`src/timer3_consts.svh`:
```
// constants: register indices, field positions, reset values, clock divisions
`ifndef TIMER3_CONSTS_SVH
`define TIMER3_CONSTS_SVH

// ----------------------------------------------------------------------------
// register word indices (byte address = 4 * index)
// ----------------------------------------------------------------------------
`define T3_IDX_CONTROL    10'h091
`define T3_IDX_RELOAD_LO  10'h092
`define T3_IDX_RELOAD_HI  10'h093
`define T3_IDX_COUNT_LO   10'h094
`define T3_IDX_COUNT_HI   10'h095
`define T3_IDX_CLOCK_CTL  10'h096

// ----------------------------------------------------------------------------
// control register fields
// ----------------------------------------------------------------------------
`define T3_BIT_FLAG_H     7
`define T3_BIT_FLAG_L     6
`define T3_BIT_LOW_IRQ_EN 5
`define T3_BIT_CAPTURE_EN 4
`define T3_BIT_SPLIT      3
`define T3_BIT_RUN        2
`define T3_BIT_UNUSED     1
`define T3_BIT_EXT_SEL    0
`define T3_CONTROL_RESET  8'h00

// ----------------------------------------------------------------------------
// clock control register fields
// ----------------------------------------------------------------------------
`define T3_BIT_FAST_LO    0
`define T3_BIT_FAST_HI    1
`define T3_BIT_IRQ_EN     2
`define T3_CLOCK_RESET    8'h00

// ----------------------------------------------------------------------------
// clock division
// ----------------------------------------------------------------------------
`define T3_SYS_DIV        12
`define T3_SYS_DIV_LAST   4'hb
`define T3_EXT_DIV        8
`define T3_EXT_RISE_AT    3'h3
`define T3_EXT_FALL_AT    3'h7
`define T3_BYTE_MAX       8'hff
`define T3_COUNT_RESET    8'h00

`endif

```
`src/timer3_pkg.sv`:
```
// types shared by the timer blocks
package timer3_pkg;

  typedef logic [7:0]  byte_t;
  typedef logic [15:0] count_t;

  typedef enum logic [2:0] {
    SRC_SYS_DIV12 = 3'h1,
    SRC_EXT_DIV8  = 3'h2,
    SRC_SYS_FAST  = 3'h4
  } clock_source_t;

endpackage : timer3_pkg

```
`src/timer3_tick_if.sv`:
```
// count ticks and capture events handed from clock selection to the timer
`timescale 1ns/1ps
interface timer3_tick_if;
  logic ext_clock_select;
  logic low_half_fast_clock_select;
  logic high_half_fast_clock_select;
  logic tick_low;
  logic tick_high;
  logic capture_evt;

  modport src (
    input  ext_clock_select,
    input  low_half_fast_clock_select,
    input  high_half_fast_clock_select,
    output tick_low,
    output tick_high,
    output capture_evt
  );

  modport sink (
    output ext_clock_select,
    output low_half_fast_clock_select,
    output high_half_fast_clock_select,
    input  tick_low,
    input  tick_high,
    input  capture_evt
  );
endinterface : timer3_tick_if

```
`src/timer3_clock_select.sv`:
```
// slow clock generation and per-half clock source selection
`timescale 1ns/1ps
`include "timer3_consts.svh"
module timer3_clock_select (
  input  wire logic   clk_sys_i,
  input  wire logic   reset_i,
  input  wire logic   ext_osc_i,
  timer3_tick_if.src  tk
);

  // --------------------------------------------------------------------------
  // external oscillator: synchronise, then divide by 8
  // --------------------------------------------------------------------------
  // oscillator must run below half the system clock or edges are missed
  logic       ext_meta;
  logic       ext_sync;
  logic       ext_prev;
  logic [2:0] ext_div;
  logic [3:0] sys_div;

  wire ext_rise  = ext_sync & ~ext_prev;
  wire ext_tick  = ext_rise & (ext_div == `T3_EXT_RISE_AT);
  wire ext_fall  = ext_rise & (ext_div == `T3_EXT_FALL_AT);
  wire sys_tick  = (sys_div == `T3_SYS_DIV_LAST);
  wire slow_tick = tk.ext_clock_select ? ext_tick : sys_tick;

  always_ff @(posedge clk_sys_i) begin
    if (reset_i) begin
      ext_meta <= 1'b0;
      ext_sync <= 1'b0;
      ext_prev <= 1'b0;
      ext_div  <= 3'h0;
    end else begin
      ext_meta <= ext_osc_i;
      ext_sync <= ext_meta;
      ext_prev <= ext_sync;
      if (ext_rise) begin
        ext_div <= ext_div + 3'h1;
      end
    end
  end

  // --------------------------------------------------------------------------
  // system clock divided by 12
  // --------------------------------------------------------------------------
  always_ff @(posedge clk_sys_i) begin
    if (reset_i || sys_tick) begin
      sys_div <= 4'h0;
    end else begin
      sys_div <= sys_div + 4'h1;
    end
  end

  // --------------------------------------------------------------------------
  // source per half
  // --------------------------------------------------------------------------
  assign tk.tick_low    = tk.low_half_fast_clock_select | slow_tick;
  assign tk.tick_high   = tk.high_half_fast_clock_select | slow_tick;
  assign tk.capture_evt = ext_fall;
endmodule : timer3_clock_select

```
`src/timer3_control_capture.sv`:
```
// timer three: control, counting, reload, capture and wishbone registers
//
// Overview of operation
// high flag sets on high byte wrap
// 16-bit mode: high flag on full wrap
// enabled high flag requests interrupt
// flags cleared only by software
// low flag sets on low byte wrap
// low flag interrupts when its enable set
// capture enable bit switches capture mode
// split bit: one 16-bit or two 8-bit
// run bit gates 16-bit counting
// split: run gates high only
// control bit 1 reads zero, ignores writes
// ext select 0: system clock / 12
// ext select 1: synced external / 8
// split: ext select for both halves
// overflow reloads count from reload registers
// capture copies count, sets high flag
// fast select picks system clock per half
// software keeps capture in 16-bit, fast clock
// interrupt level from enables and flags
// hardware set beats software clear
`timescale 1ns/1ps
`include "timer3_consts.svh"
module timer3_control_capture (
  input  wire logic        clk_sys_i,
  input  wire logic        reset_i,
  input  wire logic        wb_cyc_i,
  input  wire logic        wb_stb_i,
  input  wire logic        wb_we_i,
  input  wire logic [11:0] wb_adr_i,
  input  wire logic [3:0]  wb_sel_i,
  input  wire logic [31:0] wb_dat_i,
  input  wire logic        ext_osc_i,
  output logic      [31:0] wb_dat_o,
  output logic             wb_ack_o,
  output logic             irq_o
);

  // --------------------------------------------------------------------------
  // state
  // --------------------------------------------------------------------------
  logic            high_overflow_flag;
  logic            low_overflow_flag;
  logic            low_byte_irq_enable;
  logic            capture_enable;
  logic            split_mode;
  logic            run_control;
  logic            ext_clock_select;
  logic            high_half_fast_clock_select;
  logic            low_half_fast_clock_select;
  logic            irq_enable;
  timer3_pkg::byte_t count_low;
  timer3_pkg::byte_t count_high;
  timer3_pkg::byte_t reload_low;
  timer3_pkg::byte_t reload_high;
  timer3_pkg::byte_t next_count_low;
  timer3_pkg::byte_t next_count_high;

  timer3_tick_if tk ();

  assign tk.ext_clock_select            = ext_clock_select;
  assign tk.low_half_fast_clock_select  = low_half_fast_clock_select;
  assign tk.high_half_fast_clock_select = high_half_fast_clock_select;

  timer3_clock_select u_clock_select (
    .clk_sys_i (clk_sys_i),
    .reset_i   (reset_i),
    .ext_osc_i (ext_osc_i),
    .tk        (tk.src)
  );

  // --------------------------------------------------------------------------
  // bus decode
  // --------------------------------------------------------------------------
  wire [9:0]         word_idx  = wb_adr_i[11:2];
  wire               bus_req   = wb_cyc_i & wb_stb_i & ~wb_ack_o;
  // a write lands at the ack edge, where the master completes the cycle
  wire               bus_wr    = wb_cyc_i & wb_stb_i & wb_ack_o & wb_we_i & wb_sel_i[0];
  wire timer3_pkg::byte_t wbyte = wb_dat_i[7:0];

  wire hit_ctrl   = (word_idx == `T3_IDX_CONTROL);
  wire hit_rld_lo = (word_idx == `T3_IDX_RELOAD_LO);
  wire hit_rld_hi = (word_idx == `T3_IDX_RELOAD_HI);
  wire hit_cnt_lo = (word_idx == `T3_IDX_COUNT_LO);
  wire hit_cnt_hi = (word_idx == `T3_IDX_COUNT_HI);
  wire hit_clk    = (word_idx == `T3_IDX_CLOCK_CTL);

  wire wr_ctrl    = bus_wr & hit_ctrl;
  wire wr_rld_lo  = bus_wr & hit_rld_lo;
  wire wr_rld_hi  = bus_wr & hit_rld_hi;
  wire wr_cnt_lo  = bus_wr & hit_cnt_lo;
  wire wr_cnt_hi  = bus_wr & hit_cnt_hi;
  wire wr_clk     = bus_wr & hit_clk;

  // bit 1 is never stored, so it always reads zero
  wire timer3_pkg::byte_t ctrl_rd = {high_overflow_flag, low_overflow_flag,
                                     low_byte_irq_enable, capture_enable,
                                     split_mode, run_control, 1'b0,
                                     ext_clock_select};
  wire timer3_pkg::byte_t clk_rd  = {5'h00, irq_enable, high_half_fast_clock_select,
                                     low_half_fast_clock_select};

  // unmapped words answer with zero
  wire timer3_pkg::byte_t rd_byte =
    hit_ctrl   ? ctrl_rd     :
    hit_rld_lo ? reload_low  :
    hit_rld_hi ? reload_high :
    hit_cnt_lo ? count_low   :
    hit_cnt_hi ? count_high  :
    hit_clk    ? clk_rd      : 8'h00;

  // --------------------------------------------------------------------------
  // count events
  // --------------------------------------------------------------------------
  // 16-bit mode steps on the low half's source
  wire tick16      = ~split_mode & run_control & tk.tick_low;
  wire low_full    = (count_low == `T3_BYTE_MAX);
  wire high_full   = (count_high == `T3_BYTE_MAX);
  wire wrap16      = tick16 & low_full & high_full;
  wire carry16     = tick16 & low_full;
  wire tick_lo8    = split_mode & tk.tick_low;
  wire tick_hi8    = split_mode & run_control & tk.tick_high;
  wire wrap_lo8    = tick_lo8 & low_full;
  wire wrap_hi8    = tick_hi8 & high_full;
  // capture in split mode is allowed but meaningless to software
  wire capture     = capture_enable & tk.capture_evt;
  wire set_high    = wrap16 | wrap_hi8 | capture;
  wire set_low     = carry16 | wrap_lo8;
  wire irq_level   = irq_enable & (high_overflow_flag |
                                   (low_overflow_flag & low_byte_irq_enable));

  always_comb begin
    next_count_low  = count_low;
    next_count_high = count_high;
    if (tick16) begin
      if (wrap16) begin
        next_count_low  = reload_low;
        next_count_high = reload_high;
      end else begin
        next_count_low  = count_low + 8'h01;
        next_count_high = low_full ? count_high + 8'h01 : count_high;
      end
    end
    if (tick_lo8) begin
      next_count_low = wrap_lo8 ? reload_low : count_low + 8'h01;
    end
    if (tick_hi8) begin
      next_count_high = wrap_hi8 ? reload_high : count_high + 8'h01;
    end
    // a software write to the count overrides a tick in the same cycle
    if (wr_cnt_lo) begin
      next_count_low = wbyte;
    end
    if (wr_cnt_hi) begin
      next_count_high = wbyte;
    end
  end

  // --------------------------------------------------------------------------
  // registers
  // --------------------------------------------------------------------------
  always_ff @(posedge clk_sys_i) begin
    if (reset_i) begin
      count_low  <= `T3_COUNT_RESET;
      count_high <= `T3_COUNT_RESET;
    end else begin
      count_low  <= next_count_low;
      count_high <= next_count_high;
    end
  end

  // capture wins over a software write to the reload bytes
  always_ff @(posedge clk_sys_i) begin
    if (reset_i) begin
      reload_low  <= `T3_COUNT_RESET;
      reload_high <= `T3_COUNT_RESET;
    end else if (capture) begin
      reload_low  <= count_low;
      reload_high <= count_high;
    end else begin
      reload_low  <= wr_rld_lo ? wbyte : reload_low;
      reload_high <= wr_rld_hi ? wbyte : reload_high;
    end
  end

  // flags: only a write can clear, and a set in the same cycle wins
  always_ff @(posedge clk_sys_i) begin
    if (reset_i) begin
      high_overflow_flag <= 1'b0;
      low_overflow_flag  <= 1'b0;
    end else begin
      high_overflow_flag <= set_high |
        (wr_ctrl ? wbyte[`T3_BIT_FLAG_H] : high_overflow_flag);
      low_overflow_flag  <= set_low |
        (wr_ctrl ? wbyte[`T3_BIT_FLAG_L] : low_overflow_flag);
    end
  end

  always_ff @(posedge clk_sys_i) begin
    if (reset_i) begin
      low_byte_irq_enable <= 1'b0;
      capture_enable      <= 1'b0;
      split_mode          <= 1'b0;
      run_control         <= 1'b0;
      ext_clock_select    <= 1'b0;
    end else if (wr_ctrl) begin
      low_byte_irq_enable <= wbyte[`T3_BIT_LOW_IRQ_EN];
      capture_enable      <= wbyte[`T3_BIT_CAPTURE_EN];
      split_mode          <= wbyte[`T3_BIT_SPLIT];
      run_control         <= wbyte[`T3_BIT_RUN];
      ext_clock_select    <= wbyte[`T3_BIT_EXT_SEL];
    end
  end

  always_ff @(posedge clk_sys_i) begin
    if (reset_i) begin
      low_half_fast_clock_select  <= 1'b0;
      high_half_fast_clock_select <= 1'b0;
      irq_enable                  <= 1'b0;
    end else if (wr_clk) begin
      low_half_fast_clock_select  <= wbyte[`T3_BIT_FAST_LO];
      high_half_fast_clock_select <= wbyte[`T3_BIT_FAST_HI];
      irq_enable                  <= wbyte[`T3_BIT_IRQ_EN];
    end
  end

  // --------------------------------------------------------------------------
  // bus answer and interrupt output
  // --------------------------------------------------------------------------
  // every access, mapped or not, is answered one cycle after it is seen
  always_ff @(posedge clk_sys_i) begin
    if (reset_i) begin
      wb_ack_o <= 1'b0;
      wb_dat_o <= 32'h0000_0000;
      irq_o    <= 1'b0;
    end else begin
      wb_ack_o <= bus_req;
      wb_dat_o <= bus_req ? {24'h00_0000, rd_byte} : 32'h0000_0000;
      irq_o    <= irq_level;
    end
  end

  wire cnt_wr = wr_cnt_lo | wr_cnt_hi;
endmodule : timer3_control_capture

```
`config.mk`:
```
export PLATFORM = sky130hd
export DESIGN_NAME = timer3_control_capture
export DESIGN_NICKNAME = d
export VERILOG_FILES = /design/src/timer3_pkg.sv /design/src/timer3_tick_if.sv /design/src/timer3_clock_select.sv /design/src/timer3_control_capture.sv
export VERILOG_INCLUDE_DIRS = /design/src /design/src/src
export SDC_FILE = /design/constraint.sdc
export NUM_CORES = 1
export LEC_CHECK = 0
export ABC_AREA = 1
export BUFFER_PORTS_ARGS = -buffer_cell sky130_fd_sc_hd__buf_2
export CORE_AREA = 2 2 137 85
export DETAILED_ROUTE_END_ITERATION = 12
export DIE_AREA = 0 0 139 87
export SYNTH_ARGS = -nofsm -noshare
export SYNTH_HDL_FRONTEND = slang
export SYNTH_SLANG_ARGS = --single-unit
```
`constraint.sdc`:
```
create_clock -name clk_sys_i -period 2.5 [get_ports clk_sys_i]
set_input_delay 0.25 -clock clk_sys_i [delete_from_list [all_inputs] [get_ports clk_sys_i]]
set_output_delay 0.25 -clock clk_sys_i [all_outputs]
set_load 0.05 [all_outputs]
```
Word-level counts from Yosys, hierarchy flattened. Cells that the tools add are included.

Register bits after elaboration: 86. Output and inout bits: 34.

Add/subtract/negate cells: 4. Equal/unequal tests: 11. Mux-type cells: 24. Bitwise gates (word level): 38. Reduce and logical (&&, ||, !) cells: 9.

Operators with widths (number): $mux 8 (20); $eq 10x8->1 const B (6); $and 1x1->1 (26); $add 8x1->8 const B (2); $eq 8x8->1 const B (2); $or 1x1->1 (8); $reduce_bool 3->1 (2); $add 4x1->4 const B (1); $eq 4x4->1 const B (1); $not 1->1 (4); $reduce_bool 2->1 (2); $reduce_bool 4->1 (1); $add 3x1->3 const B (1); $eq 3x2->1 const B (1); $eq 3x3->1 const B (1); $mux 1 (3); $mux 3 (1); $reduce_or 3->1 (1); $reduce_and 2->1 (1); $reduce_or 2->1 (1); $logic_or 1x1->1 (1).

Logic depth before layout (Yosys ltp).
Depth after elaboration: 12. Mapped depth: 13.

By module. Synthesis repeated with hierarchy kept, for this count alone.

Cell total of the unflattened synthesis: 575. Area total of the unflattened synthesis: 3963.8 um2.

By module, submodules not included: timer3_control_capture (times used 1, cells each 514, area an instance 3503.4 um2, sequential area each 1041.0 um2); timer3_clock_select (times used 1, cells each 61, area an instance 460.4 um2, sequential area each 200.2 um2).

Worst setup path before layout. No wires, ideal clock.

Path type: register -> register. Start: register wb_ack_o. End: register count_high[7]. Setup time: 0.134 ns. Arrival: 1.560 ns. Required time: 2.366 ns. Path slack: 0.806 ns. Stages on the path, launching flop included: 11. Path buffers: 1. Period minus slack after synthesis: 1.694 ns. Cell sequence: dfxtp_1 nand3_1 nor2_2 nand2_2 inv_2 buf_6 nand2_1 nand2_1 inv_1 nand2_1 a21oi_1.

Cells in the longest elaborated chain, start to end: 6.

RTL lines: start, declared (RTL line timer3_control_capture.sv:37) `output logic wb_ack_o,`; start signal, assigned (RTL line timer3_control_capture.sv:239) `wb_ack_o <= bus_req;`; $and 1x1->1 * (3 in series) (RTL line timer3_control_capture.sv:80) `wire bus_wr = wb_cyc_i & wb_stb_i & wb_ack_o & wb_we_i & wb_sel_i[0];`; $and 1x1->1 * (RTL line timer3_control_capture.sv:94) `wire wr_cnt_hi = bus_wr & hit_cnt_hi;`; $reduce_bool 4->1 (no line) or $reduce_bool 3->1 (tied branches); $reduce_and 2->1 (no line); end signal, assigned (RTL line timer3_control_capture.sv:167) `` count_high <= `T3_COUNT_RESET; ``; end signal, assigned (RTL line timer3_control_capture.sv:170) `count_high <= next_count_high;`; end, declared (RTL line timer3_control_capture.sv:55) `timer3_pkg::byte_t count_high;`.

Every way passes the cells marked *; elsewhere a longest branch is shown, timed or not. A chain may end at the register's enable or synchronous reset.

Worst setup path in the final report.
Start: register u_clock_select.ext_div[0]. End: register reload_low[0].

Cells in the longest elaborated chain, start to end: 4.

RTL lines: start, declared (RTL line timer3_clock_select.sv:18) `logic [2:0] ext_div;`; start signal, assigned (RTL line timer3_clock_select.sv:38) `ext_div <= ext_div + 3'h1;`; $eq 3x3->1 (no line) *; $and 1x1->1 * (RTL line timer3_clock_select.sv:23) `` wire ext_fall = ext_rise & (ext_div == `T3_EXT_FALL_AT); ``; $and 1x1->1 * (RTL line timer3_control_capture.sv:128) `wire capture = capture_enable & tk.capture_evt;`; $mux 8 or $reduce_bool 2->1 (tied branches); end signal, assigned (RTL line timer3_control_capture.sv:177) `` reload_low <= `T3_COUNT_RESET; ``; end signal, assigned (RTL line timer3_control_capture.sv:180) `reload_low <= count_low;`; end signal, assigned (RTL line timer3_control_capture.sv:183) `reload_low <= wr_rld_lo ? wbyte : reload_low;`; end, declared (RTL line timer3_control_capture.sv:56) `timer3_pkg::byte_t reload_low;`.

Marked as above.

==> impl_metrics.csv <==
group,metric,value,unit
finish,finalInstanceArea,0.00429,mm²
global_route,grt-ovfl-total,0,
global_route,antenna_found_initial,0,
floorplan,row_count,30,
worst_setup_path,required,2700,ps
clocking,cts_sinks,62,
placed_design,pre_cts_slack,528,ps
outcome,status,"finished clean",
clocking,cts-buffers-inserted,9,
synth,syn_area,0.00372,mm²
finish,final_cell_count_no_fill,721,
routing,drc,0,
synth,yosysUniqueCellTypes,39,
worst_setup_path,worstPathMaxFanout,8,
finish,layout-drive-gt1-share,0.184,
finish,final_common_cell,"nand2_1",
global_route,met2_usage,0.249,
timing,period_share,0.813,
finish,nFillCells,1176,
global_route,grt_pass1_wl,17500,µm
global_route,grt_pass1_vias,3288,
synth,ys_seq_elements,62,
synth,syn_avg_cell_area,6.98,µm²
synth,yosysWarnings,0,
placed_design,gp_congestion,0.914,
floorplan,core_area,0.0110,mm²
routing,post_drt_via_cell_ratio,5.01,
synth,synth_cells,533,
clocking,post_cts_buffers,0,
worst_setup_path,rrSetupSlack,470,ps
timing,setup_violations,0,
timing,drv_slew,0,
clocking,hold_buffers,0,
finish,layout_common_cells,"nand2_1, inv_1, dfxtp_1",
min_path,min_from,"ext_osc_i",
global_route,grt_max_degree,33,
clocking,clk_latency,330,ps
clocking,cts_buffer_depth,2,
routing,vias,3614,
worst_setup_path,crit_path_end_kind,"flop",
placed_design,placed_area,0.00396,mm²
global_route,met1_usage,0.284,
placed_design,dp_cells,705,
timing,fmax,492,MHz
timing,setup_slack,467,ps
finish,final_nets,632,
timing,tns,0,ps
routing,drt_wl_total,11200,µm
timing,rsz0062_at_grt,"false",
clocking,cts_resized,0,
clocking,ctsRootBufferMaster,"clkbuf_16",
power_and_ir_drop,max-vdd-ir-drop,0.348,mV
min_path,whs_endpoint,"u_clock_select.ext_meta",
power_and_ir_drop,power,2.53,mW
floorplan,dieArea,0.0121,mm²
timing,holdWs,122,ps
min_path,hold_depth,3,
timing,period_minus_slack,2030,ps
clocking,htree_levels,3,
routing,ant_nets,0,
power_and_ir_drop,p_leak,1.76,nW
power_and_ir_drop,cellPowerDensity,590,mW/mm²
routing,initialDrtViolationCount,334,
placed_design,io_buffers,34,
global_route,grt.busiest_layer,"met1",
clocking,path_clk_slew,60,ps
timing,maxSlewHeadroom,0.547,
min_path,hold_path_class,"in -> reg",
timing,skew,4.98,ps
placed_design,hpwl,8730,µm
global_route,grt_util_all_layers,0.189,
global_route,met3_usage,0.0693,
worst_setup_path,r2r_cells,7,
synth,seq_area_frac_synth,0.334,
floorplan,io_pins,88,
flow_run,drv_cap,0,
finish,final_util,0.391,
routing,wl_per_cell,15.5,µm
finish,diodes,0,
timing,tightest_slew,674,ps
finish,syn_to_final_growth,15.2,%
floorplan,die_h,87,µm
worst_setup_path,crit_arrival,2230,ps
clocking,cts_tree,"built",
worst_setup_path,r2r-start,"u_clock_select.ext_div[0]",
worst_setup_path,crit_type,"reg -> reg",
floorplan,start_util,0.339,
routing,drt-pass1-iter-count,5,
floorplan,die_x,139,µm
timing,hold_violations,0,
worst_setup_path,critPathLaunchType,"flop",
worst_setup_path,r2r_end,"reload_low[0]",
-- layout make-up --
class,instances,area [µm²],share of cell area
Clock buffer,9,225,0.0526
Clock inverter,7,98.8,0.0231
Inverter,89,334,0.0780
Multi-Input combinational cell,370,1990,0.465
Sequential cell,62,1240,0.290
Tap cell,144,180,0.0420
Timing Repair Buffer,40,215,0.0502
-- worst max-delay path by stage --
stage                                    startpoint             to  slack (ps)  depth (start not counted)
after global placement    u_clock_select.ext_div[0]  count_high[5]         560                         12
after detailed placement  u_clock_select.ext_div[0]  count_high[5]         530                         12
after floorplan                            wb_ack_o  count_high[7]         810                         10
after CTS                 u_clock_select.ext_div[0]  count_high[5]         510                         12
after global routing        u_clock_select.ext_sync  reload_low[0]         310                          7
final                     u_clock_select.ext_div[0]  reload_low[0]         470                          7
-- flip-flops by register name, indices dropped and copies added, names as in the netlist, 3 cells and up --
register and cells:
count_high 8, count_low 8, reload_high 8, reload_low 8
wb_dat_o 8, u_clock_select.sys_div 4, u_clock_select.ext_div 3
-- cell families (layout without fill, tap and decap cells) --
| kind of cell | count (synthesis) | after routing | share of synthesized area |
|---|---|---|---|
| and+or+nand+nor | 215 | 215 | 0.290 |
| buffers and inverters | 124 | 145 | 0.154 |
| AOI/OAI and AO/OA | 113 | 113 | 0.172 |
| DFF | 62 | 62 | 0.334 |
| xor gates and xnor gates | 12 | 12 | 0.0283 |
| adders and majority gates | 6 | 6 | 0.0202 |
| other | 1 | 24 | 0.00101 |
-- routing by layer --
layer	wire [µm]	part of all wire
met3	1210	0.11
met5	0	0
met2	4170	0.37
met4	141	0.013
met1	5630	0.50
-- power breakdown --
| part | internal (mW) | switching, mW | leakage, nW |
|---|---|---|---|
| Combinational | 0.0339 | 0.151 | 1.11 |
| Sequential | 0.998 | 0.00600 | 0.501 |
| Clock | 0.874 | 0.466 | 0.156 |
| Total | 1.91 | 0.623 | 1.76 |
-- critical path, stage by stage, from the launching register on --
cell     delay [ps]
dfxtp_1         340
ha_1            200
ha_1            170
nand3_1         330
inv_1           370
nor2_1          110
o21ai_0         260
a21oi_1         110
-- cell usage after synthesis --
library cell,count,area (µm²)
nor2_1,39,146
nor2_4,4,45.0
dfxtp_1,62,1240
inv_2,6,22.5
o21ai_2,2,17.5
conb_1,1,3.75
xnor2_1,3,26.3
nand4_2,1,12.5
clkinv_1,1,3.75
nand2_2,9,56.3
clkbuf_1,6,22.5
ha_1,6,75.1
nor3_4,1,16.3
nand3_4,1,17.5
o211ai_1,3,22.5
nand4_1,7,43.8
nor3_1,8,40.0
nand3b_2,1,11.3
nor4_4,1,21.3
o21ai_1,9,45.0
o22ai_1,11,68.8
a211oi_1,2,15.0
xor2_1,9,78.8
buf_6,2,22.5
nand2_8,1,20.0
a21oi_2,10,87.6
o21ai_0,32,160
nand2_4,1,11.3
nand3_2,5,50.1
a41oi_1,1,8.76
a21oi_1,43,215
nor2_2,6,37.5
nand3b_1,3,22.5
or2_2,1,6.26
nand2_1,87,327
buf_4,24,180
nand3_1,39,195
buf_2,3,15.0
inv_1,82,308
Note: power is estimated with default switching activity, not from simulation.
